### src/rtl/ioc_cfg_pkg.sv
// shared constants and carrier types of the change-compare and configuration slice
package ioc_cfg_pkg;

    // ------------------------------------------------------------------
    // register map and reset values
    // ------------------------------------------------------------------
    localparam logic [7:0] ADDR_DEFAULT_COMPARE = 8'h03;
    localparam logic [7:0] ADDR_COMPARE_MODE    = 8'h04;
    localparam logic [7:0] ADDR_DEVICE_CONFIG   = 8'h05;
    localparam logic [7:0] RST_DEFAULT_COMPARE  = 8'h00;
    localparam logic [7:0] RST_COMPARE_MODE     = 8'h00;

    // ------------------------------------------------------------------
    // device configuration field positions
    // ------------------------------------------------------------------
    localparam int CFG_POINTER_HOLD  = 5;
    localparam int CFG_SDA_LIMIT_OFF = 4;
    localparam int CFG_ADDR_PIN_EN   = 3;
    localparam int CFG_IRQ_OPEN_DRN  = 2;
    localparam int CFG_IRQ_POLARITY  = 1;

    // implemented configuration bits, packed in register order 5..1
    typedef struct packed {
        logic pointer_hold;
        logic sda_edge_limit_off;
        logic addr_pin_enable;
        logic irq_open_drain;
        logic irq_polarity;
    } cfg_s;

    localparam cfg_s RST_DEVICE_CONFIG = '0;

    // register port request from the serial engine
    typedef struct packed {
        logic       wr;
        logic       rd;
        logic [7:0] addr;
        logic [7:0] wdata;
    } reg_req_s;

endpackage

### src/rtl/ioc_pin_track.sv
// two-flop synchroniser for outside levels plus the previously seen level
module ioc_pin_track #(
    parameter int WIDTH = 8
) (
    input  wire logic             clk_i,
    input  wire logic             sys_rst_i,
    input  wire logic [WIDTH-1:0] pins_i,
    output logic      [WIDTH-1:0] level_o,
    output logic      [WIDTH-1:0] prev_o
);

    typedef struct packed {
        logic [WIDTH-1:0] meta;
        logic [WIDTH-1:0] level;
        logic [WIDTH-1:0] prev;
        logic [2:0]       fill;
    } track_s;

    track_s s_q;
    track_s s_d;

    // ------------------------------------------------------------------
    // next state: meta is read only by level, prev lags level by a cycle
    // ------------------------------------------------------------------
    always_comb begin
        s_d       = s_q;
        s_d.meta  = pins_i;
        s_d.level = s_q.meta;
        s_d.prev  = s_q.level;
        s_d.fill  = {s_q.fill[1:0], 1'b1};
    end

    // registers; the chain clears on reset and refills from the pins over three cycles
    always_ff @(posedge clk_i) begin
        if (sys_rst_i) begin
            s_q <= '0;
        end else begin
            s_q <= s_d;
        end
    end

    assign level_o = s_q.level;
    // a pin idling high would otherwise look like a change right after reset
    assign prev_o  = s_q.fill[2] ? s_q.prev : s_q.level;

endmodule

### src/rtl/ioc_compare_cfg.sv
// interrupt-on-change compare registers, device configuration and interrupt pin drive
//
// What this block does
// - an enabled pin in default-compare mode raises the interrupt when its level is opposite its default bit.
// - the default-compare register is at 0x03, eight read/write bits, zero after reset.
// - a compare-select bit of one compares that pin against its default-compare bit.
// - a compare-select bit of zero compares that pin against its previous level, so any change is an event.
// - the compare-select register is at 0x04, eight read/write bits, zero after reset.
// - configuration bit 5 set holds the address pointer, clear lets it advance after each byte.
// - configuration bit 4 clear enables falling-edge slew control on serial data, set disables it.
// - on the SPI variant, configuration bit 3 set compares the address pins with the control byte, clear ignores them.
// - on the I2C variant, configuration bit 3 has no effect and the address pins always take part.
// - configuration bit 2 set makes the interrupt pin open-drain and ignores polarity, clear drives it actively.
// - configuration bit 1 selects active-high when set and active-low when clear, only while bit 2 is clear.
// - configuration bits 7, 6 and 0 ignore writes and read as zero.
// - a pin causes a change interrupt only while its change-interrupt enable bit is set.
// - only pins configured as inputs can raise the interrupt.
// - in previous-level mode the new level becomes the reference once the event is seen.
// - in default-compare mode the interrupt persists while the mismatch exists, even across a clear.
module ioc_compare_cfg #(
    parameter bit SPI_VARIANT = 1'b1,
    parameter int PINS        = 8,
    parameter int ADDR_PINS   = 2
) (
    input  wire logic                     clk_i,
    input  wire logic                     sys_rst_i,
    input  wire ioc_cfg_pkg::reg_req_s    reg_req_i,
    output logic      [7:0]               reg_rdata_o,
    input  wire logic [PINS-1:0]          port_pins_i,
    input  wire logic [PINS-1:0]          pin_is_input_i,
    input  wire logic [PINS-1:0]          change_irq_enable_i,
    input  wire logic                     irq_clear_i,
    input  wire logic                     byte_done_i,
    output logic                          ptr_advance_o,
    input  wire logic [ADDR_PINS-1:0]     addr_pins_i,
    input  wire logic                     ctrl_valid_i,
    input  wire logic [ADDR_PINS-1:0]     ctrl_addr_i,
    output logic                          addr_match_o,
    output logic                          sda_slew_en_o,
    output logic                          irq_pending_o,
    output logic                          irq_pin_o,
    output logic                          irq_pin_oe_n_o
);

    // ------------------------------------------------------------------
    // state
    // ------------------------------------------------------------------
    typedef struct packed {
        logic [PINS-1:0]    default_compare;
        logic [PINS-1:0]    compare_mode_select;
        ioc_cfg_pkg::cfg_s  cfg;
        logic               irq;
        logic               irq_pin;
        logic               irq_pin_oe_n;
        logic [7:0]         rdata;
        logic               addr_match;
        logic               ptr_adv;
        logic               slew_en;
    } state_s;

    state_s s_q;
    state_s s_d;

    logic [PINS-1:0]      pin_level;
    logic [PINS-1:0]      pin_prev;
    logic [ADDR_PINS-1:0] addr_level;
    logic [PINS-1:0]      pin_event;

    // ------------------------------------------------------------------
    // synchronise the port and the address straps
    // ------------------------------------------------------------------
    ioc_pin_track #(.WIDTH(PINS)) u_port_track (
        .clk_i     (clk_i),
        .sys_rst_i (sys_rst_i),
        .pins_i    (port_pins_i),
        .level_o   (pin_level),
        .prev_o    (pin_prev)
    );

    ioc_pin_track #(.WIDTH(ADDR_PINS)) u_addr_track (
        .clk_i     (clk_i),
        .sys_rst_i (sys_rst_i),
        .pins_i    (addr_pins_i),
        .level_o   (addr_level),
        .prev_o    ()
    );

    // per-pin interrupt condition
    function automatic logic [PINS-1:0] pin_events(
        input logic [PINS-1:0] en,
        input logic [PINS-1:0] is_in,
        input logic [PINS-1:0] mode,
        input logic [PINS-1:0] dflt,
        input logic [PINS-1:0] lvl,
        input logic [PINS-1:0] prev
    );
        logic [PINS-1:0] ref_lvl;
        ref_lvl    = (mode & dflt) | (~mode & prev);
        pin_events = en & is_in & (lvl ^ ref_lvl);
    endfunction

    // the previous level follows the pin each cycle, so a change is seen once and then becomes the reference
    assign pin_event = pin_events(change_irq_enable_i, pin_is_input_i, s_q.compare_mode_select,
                                  s_q.default_compare, pin_level, pin_prev);

    // ------------------------------------------------------------------
    // next state
    // ------------------------------------------------------------------
    always_comb begin
        s_d = s_q;
        // register writes; unimplemented configuration bits have no storage
        if (reg_req_i.wr) begin
            unique case (reg_req_i.addr)
                ioc_cfg_pkg::ADDR_DEFAULT_COMPARE: s_d.default_compare = reg_req_i.wdata[PINS-1:0];
                ioc_cfg_pkg::ADDR_COMPARE_MODE:    s_d.compare_mode_select = reg_req_i.wdata[PINS-1:0];
                ioc_cfg_pkg::ADDR_DEVICE_CONFIG:
                    s_d.cfg = reg_req_i.wdata[ioc_cfg_pkg::CFG_POINTER_HOLD:ioc_cfg_pkg::CFG_IRQ_POLARITY];
                default: ;
            endcase
        end
        // register reads; bits 7, 6, 0 of the configuration read as zero
        if (reg_req_i.rd) begin
            unique case (reg_req_i.addr)
                ioc_cfg_pkg::ADDR_DEFAULT_COMPARE: s_d.rdata = 8'(s_q.default_compare);
                ioc_cfg_pkg::ADDR_COMPARE_MODE:    s_d.rdata = 8'(s_q.compare_mode_select);
                ioc_cfg_pkg::ADDR_DEVICE_CONFIG:   s_d.rdata = {2'b00, s_q.cfg, 1'b0};
                default:                           s_d.rdata = 8'h00;
            endcase
        end
        // pending interrupt: a live event wins over the clear, which keeps default mismatches alive
        if (|pin_event) begin
            s_d.irq = 1'b1;
        end else if (irq_clear_i) begin
            s_d.irq = 1'b0;
        end
        // pin drive follows the next pending state and next configuration together
        if (s_d.cfg.irq_open_drain) begin
            s_d.irq_pin      = 1'b0;
            s_d.irq_pin_oe_n = ~s_d.irq;
        end else begin
            s_d.irq_pin      = s_d.cfg.irq_polarity ? s_d.irq : ~s_d.irq;
            s_d.irq_pin_oe_n = 1'b0;
        end
        // pointer advance after each byte unless held
        s_d.ptr_adv = byte_done_i & ~s_q.cfg.pointer_hold;
        s_d.slew_en = ~s_d.cfg.sda_edge_limit_off;
        // hardware address compare
        if (ctrl_valid_i) begin
            if (SPI_VARIANT) begin
                s_d.addr_match = ~s_q.cfg.addr_pin_enable | (ctrl_addr_i == addr_level);
            end else begin
                s_d.addr_match = (ctrl_addr_i == addr_level);
            end
        end
    end

    // registers; reset drives the interrupt pin inactive active-low push-pull
    always_ff @(posedge clk_i) begin
        if (sys_rst_i) begin
            s_q                     <= '0;
            s_q.default_compare     <= ioc_cfg_pkg::RST_DEFAULT_COMPARE[PINS-1:0];
            s_q.compare_mode_select <= ioc_cfg_pkg::RST_COMPARE_MODE[PINS-1:0];
            s_q.cfg                 <= ioc_cfg_pkg::RST_DEVICE_CONFIG;
            s_q.irq_pin             <= 1'b1;
            s_q.slew_en             <= 1'b1;
        end else begin
            s_q <= s_d;
        end
    end

    assign reg_rdata_o    = s_q.rdata;
    assign ptr_advance_o  = s_q.ptr_adv;
    assign addr_match_o   = s_q.addr_match;
    assign sda_slew_en_o  = s_q.slew_en;
    assign irq_pending_o  = s_q.irq;
    assign irq_pin_o      = s_q.irq_pin;
    assign irq_pin_oe_n_o = s_q.irq_pin_oe_n;

    // ------------------------------------------------------------------
    // assertions
    // ------------------------------------------------------------------
    property p_default_mismatch;
        @(posedge clk_i) disable iff (sys_rst_i)
        (|(change_irq_enable_i & pin_is_input_i & s_q.compare_mode_select & (pin_level ^ s_q.default_compare)))
        |=> irq_pending_o;
    endproperty
    a_default_mismatch: assert property (p_default_mismatch) else $error("default mismatch missed");

    property p_prev_change;
        @(posedge clk_i) disable iff (sys_rst_i)
        (|(change_irq_enable_i & pin_is_input_i & ~s_q.compare_mode_select & (pin_level ^ pin_prev)))
        |=> irq_pending_o;
    endproperty
    a_prev_change: assert property (p_prev_change) else $error("level change missed");

    property p_regs_reset;
        @(posedge clk_i) $fell(sys_rst_i) |-> s_q.default_compare == '0 && s_q.compare_mode_select == '0;
    endproperty
    a_regs_reset: assert property (p_regs_reset) else $error("compare registers not cleared by reset");

    property p_pointer_hold;
        @(posedge clk_i) disable iff (sys_rst_i)
        byte_done_i && s_q.cfg.pointer_hold |=> !ptr_advance_o;
    endproperty
    a_pointer_hold: assert property (p_pointer_hold) else $error("pointer advanced while held");

    property p_slew;
        @(posedge clk_i) disable iff (sys_rst_i)
        sda_slew_en_o == !s_q.cfg.sda_edge_limit_off;
    endproperty
    a_slew: assert property (p_slew) else $error("slew control disagrees with configuration");

    property p_spi_addr_off;
        @(posedge clk_i) disable iff (sys_rst_i)
        SPI_VARIANT && ctrl_valid_i && !s_q.cfg.addr_pin_enable |=> addr_match_o;
    endproperty
    a_spi_addr_off: assert property (p_spi_addr_off) else $error("address pins used while disabled");

    property p_i2c_addr;
        @(posedge clk_i) disable iff (sys_rst_i)
        !SPI_VARIANT && ctrl_valid_i && (ctrl_addr_i != addr_level) |=> !addr_match_o;
    endproperty
    a_i2c_addr: assert property (p_i2c_addr) else $error("address pins ignored on i2c variant");

    property p_cfg_read;
        @(posedge clk_i) disable iff (sys_rst_i)
        reg_req_i.rd && reg_req_i.addr == ioc_cfg_pkg::ADDR_DEVICE_CONFIG
        |=> reg_rdata_o[7:6] == 2'b00 && reg_rdata_o[0] == 1'b0;
    endproperty
    a_cfg_read: assert property (p_cfg_read) else $error("unimplemented configuration bits read nonzero");

    property p_open_drain;
        @(posedge clk_i) disable iff (sys_rst_i)
        s_q.cfg.irq_open_drain |-> !irq_pin_o && (irq_pin_oe_n_o == !irq_pending_o);
    endproperty
    a_open_drain: assert property (p_open_drain) else $error("open-drain drive wrong");

    property p_push_pull;
        @(posedge clk_i) disable iff (sys_rst_i)
        !s_q.cfg.irq_open_drain |-> !irq_pin_oe_n_o && (irq_pin_o == (s_q.cfg.irq_polarity ~^ irq_pending_o));
    endproperty
    a_push_pull: assert property (p_push_pull) else $error("push-pull level wrong");

    property p_hold_default;
        @(posedge clk_i) disable iff (sys_rst_i)
        irq_clear_i && (|(change_irq_enable_i & pin_is_input_i & s_q.compare_mode_select &
                          (pin_level ^ s_q.default_compare))) |=> irq_pending_o;
    endproperty
    a_hold_default: assert property (p_hold_default) else $error("clear dropped a live mismatch");

endmodule

### config.mk
export PLATFORM = sky130hd
export DESIGN_NAME = ioc_compare_cfg
export DESIGN_NICKNAME = d
export VERILOG_FILES = /design/src/rtl/ioc_cfg_pkg.sv /design/src/rtl/ioc_pin_track.sv /design/src/rtl/ioc_compare_cfg.sv
export SDC_FILE = /design/constraint.sdc
export NUM_CORES = 1
export LEC_CHECK = 0
export BUFFER_PORTS_ARGS = -buffer_cell sky130_fd_sc_hd__buf_4
export CAP_MARGIN = 30
export CORE_MARGIN = 3
export CORE_UTILIZATION = 57
export DETAILED_ROUTE_END_ITERATION = 10
export HOLD_SLACK_MARGIN = 0.06
export PLACE_DENSITY = 0.91
export SLEW_MARGIN = 20
export SYNTH_ARGS = -nofsm -noshare
export SYNTH_HDL_FRONTEND = slang
export SYNTH_SLANG_ARGS = --single-unit
### constraint.sdc
create_clock -name clk_i -period 6.3 [get_ports clk_i]
set_input_delay 1.575 -clock clk_i [delete_from_list [all_inputs] [get_ports clk_i]]
set_output_delay 1.575 -clock clk_i [all_outputs]
set_load 0.02 [all_outputs]
# Word level (Yosys, flattened, before mapping)
# Cells that the tools add are included.
# word_totals
reg_bits,66
latchBits,0
ramBits,0
romBits,0
input_bits,51
output_inout_bits,14
wordCells,53
memories,0
# op_classes
add_sub_neg,0
mul,0
div,0
order_cmp,0
n_eq_ne,4
shifts,0
n_mux,9
bitwise_logic,14
n_reduce_logical,5
# ops
operator,n
8-bit AND,4
8-bit one-hot mux with 3 select lines,1
8-bit by 3-bit equality test with 1-bit output (second input constant),2
8-bit by 2-bit equality test with 1-bit output (second input constant),1
4-bit two-way mux,2
8-bit two-way mux,1
8-bit inverter,1
8-bit bitwise OR,1
8-bit OR reduction,1
8-bit bitwise XOR,1
2-bit AND reduction,3
1-bit inverter,5
1-bit two-way mux,4
2-bit equality test,1
2-bit two-way mux,1
2-bit OR reduction,1
1-bit AND,1
1-bit bitwise OR,1

# Longest topological paths before layout
# Gate-level depths: netlist of run 1.
# logic_depth
word_depth,10
depth_mapped,6
mapped_depth_nobuf,5

# By module
# A second synthesis of run 1 with hierarchy kept.
# unflattened
cells_unflattened,292
hier_area_um2,2955.3
# modules_own_cells
module,instances,cells_each,area_per_inst_um2
ioc_compare_cfg,1,197,1769.2
ioc_pin_track (u_port_track),1,73,914.6
ioc_pin_track (u_addr_track),1,22,271.5

# Least setup slack after synthesis of run 1
# No wires, ideal clock.
# synth_path
kind,input port to flip-flop
from,in reg_req_i[11] in the netlist's numbering
to,"reg s_q, in the netlist irq_pin_o"
setup_ns,0.115
t_arrival_ns,3.106
slack_ns,3.079
cell_stages,5
path_cell_list,nor4b_1 > nand4_2 > mux2i_2 > or4_1 > a31o_1
# synth_between
elab_chain_cells,5
# synth_lines
item,line_no,text
"start, declared",ioc_compare_cfg.sv:27,"input wire ioc_cfg_pkg::reg_req_s reg_req_i,"
8-bit by 3-bit equality test with 1-bit output (*),ioc_compare_cfg.sv:113,unique case (reg_req_i.addr)
4-bit two-way mux (*),ioc_compare_cfg.sv:113,
4-bit two-way mux (*),ioc_compare_cfg.sv:112,if (reg_req_i.wr) begin
1-bit two-way mux,ioc_compare_cfg.sv:141,s_d.irq_pin = s_d.cfg.irq_polarity ? s_d.irq : ~s_d.irq;
2-bit two-way mux (*),ioc_compare_cfg.sv:137,if (s_d.cfg.irq_open_drain) begin
"end, declared",ioc_compare_cfg.sv:61,state_s s_q;
# Every way passes the cells marked *; elsewhere a longest branch is shown, timed or not.
# A chain may end at the register's enable or synchronous reset.

# Worst setup path in the final report of run 1
# Ends and elaborated chain as after synthesis.

==> impl_metrics.ini, run 1 <==
[hold_path]
whs_path_depth = 1
hp-class = register to register
worstHoldStart = u_port_track.s_d[12]

[timing]
period_share_pct = 50.4
hold_slack_ns = 0.439
max_clock_freq_mhz = 315
skew_ns = 0.00907
setup_viol = 0
period_needed_ns = 3.17
worst_pin_slew_ns = 0.613
drv_slew = 0
rsz0062_at_grt = false
hold_viol = 0
relSlewSlack_pct = 59.2
tns_ns = 0

[logic_synthesis]
yosysSeqAreaShare_pct = 49.1
synth_top_cell_by_area = dfxtp_1
yosysMostFrequentCell = dfxtp_1
synth_enable_flop_cells = 0
synthFlopType = dfxtp_1
syn_area_per_cell_um2 = 9.54
async_reset_ff_share_pct = 0
ys_seq_elements = 66
syn_inst = 282
synth_area_mm2 = 0.00269
synth_cell_type_count = 42
synth_top_area_share_pct = 49.1
ys_top_cells_by_count = dfxtp_1, nor2b_1, a21oi_1
yosys-top-cells-area = dfxtp_1, nor2b_1, xnor2_1, a21oi_1, nand3_1
syn_nets = 333
yosys_warnings = 0

[die]
rows = 24
core_area_mm2 = 0.00444
die_area_mm2 = 0.00558
start_util_pct = 60.6
die_h_um = 74.7
io_pins = 65
fp.dieW_um = 74.7

[status]
status = complete, no violations

[finish]
area_growth_pct = 24.0
diodes = 0
nets = 389
final_cell_area_mm2 = 0.00334
stdcell_count = 395
nFillCells = 331
final_layout_size_suffix_gt1_share_pct = 25.9

[routing]
drtPass1Iterations = 4
num_vias = 2217
routed_via_density = 5.61
drt_iter0_markers = 189
ant_nets = 0
drc = 0
routed_wl_mm = 5.77
post_drt_wl_per_cell_um = 14.6

[critical_path]
cpMaxStageDelayCell = or4_1
crit_type = input pin to register
crit_fanout = 5
cp-end-kind = register
max_stage_delay_ns = 0.53
r2r_cells = 5
arrival_ns = 3.41
worstReg2RegStart = u_port_track.s_q[2]
cp-startpoint = reg_req_i[11]
worstSetupStartpointType = input pin
required_ns = 6.54
crit_chain = buf_4, nor4b_1, nand4_2, mux2i_2, or4_1, a31o_1
rrSetupSlack_ns = 4.25

[clocking]
cts_root_buffer = clkbuf_8
post_cts_resized = 0
clk_latency_ns = 0.34
cts_buffer_depth = 2
cts_tree = done
cts_setup_buffers = 0
path_clk_slew_ns = 0.07
cts_buffers = 9
cts-hold-fix-buffers = 0
clock_sinks = 66
cts_max_level = 3

[run]
max_cap_violations = 0

[place]
io_buffers = 64
place.gp.congestion = 0.795
dp_cells = 379
dpl_cell_area_mm2 = 0.00313
dpl.hpwl_mm = 4.14

[global_routing]
track_usage_pct = 22.5
grt_pass1_wl_mm = 9.34
grt_max_degree = 65
antenna_found_initial = 0
grt_overflow = 0
grt_pass1_vias = 2091

[pwr]
peakVddDrop_v = 0.000181
p_per_area_mw_per_mm2 = 254
leakage_nw = 1.31
p_total_mw = 0.849
==> per-layer routing <==
metal  share of wire (%)  wire, um  GRT usage, %  up-vias
met1                  40      2340          26.2     1035
met3                 7.4       429          8.68       10
met5                   0         0             0        -
li1                    -         -             -     1093
met2                  50      2900          37.6       79
met4                 1.8       106          8.70        0
==> worst paths after layout <==
path	end
max	irq_pin_o
max reg2reg	irq_pin_o
min reg2reg	u_port_track.level_o[1]
min	u_port_track.level_o[1]
==> per-stage QoR <==
stage,utilization (%),worst slack [ns]
floorplan,-,3.08
global placement,70.5,2.86
detailed placement,70.5,2.80
CTS,75.1,3.14
global route,75.1,3.01
finish,75.1,3.13
==> cell usage in the layout (no fill, tap or decap), types with 2 or more instances in the layout <==
cell	Yosys	final
buf_4	8	66
nand2b_1	9	9
nor2_1	10	10
xor2_1	2	2
and4b_1	2	2
inv_1	2	2
nand4b_1	7	7
xnor2_1	16	16
a22o_1	6	6
a222oi_1	3	3
clkbuf_8	0	11
a311oi_1	2	2
or4_1	2	2
a21oi_1	24	24
o21ai_1	2	2
and2_1	2	2
nand3_1	23	23
o22ai_1	7	7
nor2b_1	35	35
dfxtp_1	66	66
clkinv_2	0	3
nor4_1	2	2
nand2_1	19	19
mux2i_1	4	4
==> cells by family after synthesis <==
logic type,count (synthesis),synth area share [%]
buffers and inverters,23,4.70
and+or+nand+nor,122,27.0
DFF,66,49.1
muxes,5,2.00
AOI/OAI and AO/OA,48,11.4
xor gates and xnor gates,18,5.86
==> power by group <==
part	total, mW	internal [mW]	leakage (nW)	switching, mW
clock	0.358	0.202	0.105	0.156
combinational	0.0585	0.0336	0.666	0.0248
sequential	0.432	0.427	0.538	0.00525
total	0.849	0.662	1.31	0.186
==> worst max-delay path, delay by kind of cell <==
kind	cells	cell delay, ns
simple gates	3	1.23
mux	1	0.25
compound gates	1	0.22
buf+inv	1	0.13
==> area by class of cell <==
class / instances / area, um^2 / area share (%)
Tap cell: 52 / 65.1 / 1.95
Inverter: 2 / 7.51 / 0.225
Clock buffer: 11 / 151 / 4.54
Timing Repair Buffer: 66 / 495 / 14.8
Sequential cell: 66 / 1320 / 39.6
Multi-Input combinational cell: 193 / 1240 / 37.3
Clock inverter: 5 / 52.6 / 1.57
==> state kept, by name (all words and copies together), names as in the netlist <==
name,cells
s_q,21
irq_pin_o,1
irq_pin_oe_n_o,1
u_addr_track.level_o,2
irq_pending_o,1
sda_slew_en_o,1
addr_match_o,1
ptr_advance_o,1
u_port_track.s_q,9
u_port_track.level_o,8
u_port_track.s_d,10
u_addr_track.s_d,2
reg_rdata_o,8
No activity file was read; power rests on OpenSTA's default activity.
==> inputs of run 2 (changes only) <==
CORE_UTILIZATION = 53   (was 57)
PLACE_DENSITY = 0.86   (was 0.91)
clock period = 3 ns   (was 6.3 ns; I/O delays follow)
==> impl_metrics.ini, run 2 (synthesis gave the netlist of run 1 again) <==
[critical_path]
worstSetupStartpointType = input pin
cpMaxStageDelayCell = or4_1
r2r_cells = 5
regToRegEndpoint = irq_pin_o
required_ns = 3.24
arrival_ns = 2.40
crit_fanout = 5
worstReg2RegStart = u_port_track.s_q[2]
cp-end-kind = register
rrSetupSlack_ns = 0.90
crit_chain = buf_4, nor4b_1, nand4_2, mux2i_2, or4_1, a31o_1
max_stage_delay_ns = 0.54
crit_type = input pin to register

[pwr]
netSwitchingPower_mw = 0.395
combPwrFrac_pct = 6.7
p_per_area_mw_per_mm2 = 547
intPower_mw = 1.45
power.share.clock_pct = 44.2
power_frac_seq_pct = 49.1
leakage_nw = 1.32
peakVddDrop_v = 0.000334
switching_share_pct = 21.4

[die]
fp.dieW_um = 77.3
start_util_pct = 55.9
io_pins = 65
rows = 25
die_area_mm2 = 0.00597
core_area_mm2 = 0.00482
die_h_um = 77.3

[timing]
rsz0062_at_grt = false
max_clock_freq_mhz = 464
relSlewSlack_pct = 58.4
setup_viol = 0
skew_ns = 0.00424
hold_viol = 0
period_share_pct = 71.9
tns_ns = 0
worst_pin_slew_ns = 0.624
period_needed_ns = 2.16
drv_slew = 0

[clocking]
cts_tree = done
clock_sinks = 66
cts_buffer_depth = 2
cts-hold-fix-buffers = 0
post_cts_resized = 0
cts_root_buffer = clkbuf_8
clk_latency_ns = 0.34
path_clk_slew_ns = 0.07
cts_max_level = 3
cts_setup_buffers = 0
cts_buffers = 9

[global_routing]
grt_overflow = 0
grt_pass1_wl_mm = 9.74
antenna_found_initial = 0
grt_max_degree = 65
track_usage_pct = 21.1
grt_pass1_vias = 2148

[hold_path]
hp-class = register to register
worstHoldStart = u_port_track.s_d[1]
whs_path_depth = 1
whs_endpoint = u_port_track.s_d[2]

[finish]
post-route-util_pct = 70.1
final_cell_mix = buf_4, dfxtp_1, nor2b_1, a21oi_1, nand3_1
largest_reg_flops = 21
largest_register = s_q
nets = 390
final_layout_size_suffix_gt1_share_pct = 26.2
final_common_cell = buf_4
diodes = 0
final_cell_area_mm2 = 0.00338
stdcell_count = 411
area_growth_pct = 25.5
nFillCells = 406

[routing]
num_vias = 2207
routed_wl_mm = 5.97
post_drt_wl_per_cell_um = 14.5
routed_via_density = 5.37
drtPass1Iterations = 6
drc = 0
ant_nets = 0
drt_iter0_markers = 162

[run]
max_cap_violations = 0

[place]
io_buffers = 64
dp_cells = 395
dpl.hpwl_mm = 4.18
dpl_cell_area_mm2 = 0.00316
place.gp.congestion = 0.781

[status]
status = complete, no violations
run 2: changes by cell type in the layout (fill, tap and decap cells not counted), sizes merged:
| cell | previous run | this run |
|---|---|---|
| clkinvlp | 1 | 0 |
| clkinv | 3 | 4 |
| buf | 66 | 67 |
| clkbuf | 11 | 10 |
| bufinv | 1 | 2 |
run 2: cell type report:
| type | instances | area (um^2) | area share, % |
|---|---|---|---|
| clock buffer | 10 | 138 | 4.08 |
| clock inverter | 6 | 80.1 | 2.37 |
| inverter | 2 | 7.51 | 0.222 |
| multi-input combinational | 193 | 1240 | 36.8 |
| sequential | 66 | 1320 | 39.1 |
| tap | 67 | 83.8 | 2.48 |
| timing repair buffer | 67 | 503 | 14.9 |
run 2: how the worst max path moves through the flow:
stage,cells after the start,endpoint,start
6_report,6,irq_pin_o,reg_req_i[11]
5_1_grt,6,irq_pin_o,reg_req_i[11]
4_1_cts,6,irq_pin_o,reg_req_i[11]
3_5_place_dp,6,irq_pin_o,reg_req_i[11]
3_3_place_gp,6,irq_pin_o,reg_req_i[11]
2_1_floorplan,5,irq_pin_o,reg_req_i[11]
run 2: power by group through the flow:
stage	registers (mW)	clock network, mW	logic, mW
final	0.907	0.816	0.124
after detailed placement	0.926	0	0.124
after CTS	0.907	0.829	0.124
after floorplan	0.927	0	0.0522
after global placement	0.926	0	0.120
after global routing	0.908	0.879	0.135
run 2: worst max-delay path: cells and delay by family:
kind / cells / cell delay, ns
AOI/OAI and AO/OA: 1 / 0.22
and+or+nand+nor: 3 / 1.10
muxes: 1 / 0.20
buffers and inverters: 1 / 0.13
run 2: layer usage:
layer,share of wire (%),GRT usage [%]
met4,2.8,14.1
met2,50,34.8
met3,5.2,4.23
met5,0,0
met1,42,24.7
run 2: through the flow:
| step | power [mW] | worst slack [ns] | hold slack [ns] |
|---|---|---|---|
| after global routing | 1.92 | 0.784 | 0.450 |
| after detailed placement | 1.05 | 0.512 | 0.422 |
| after floorplan | 0.979 | 0.604 | 0.412 |
| after CTS | 1.86 | 0.849 | 0.439 |
| final | 1.85 | 0.843 | 0.435 |
| after global placement | 1.05 | 0.542 | 0.416 |
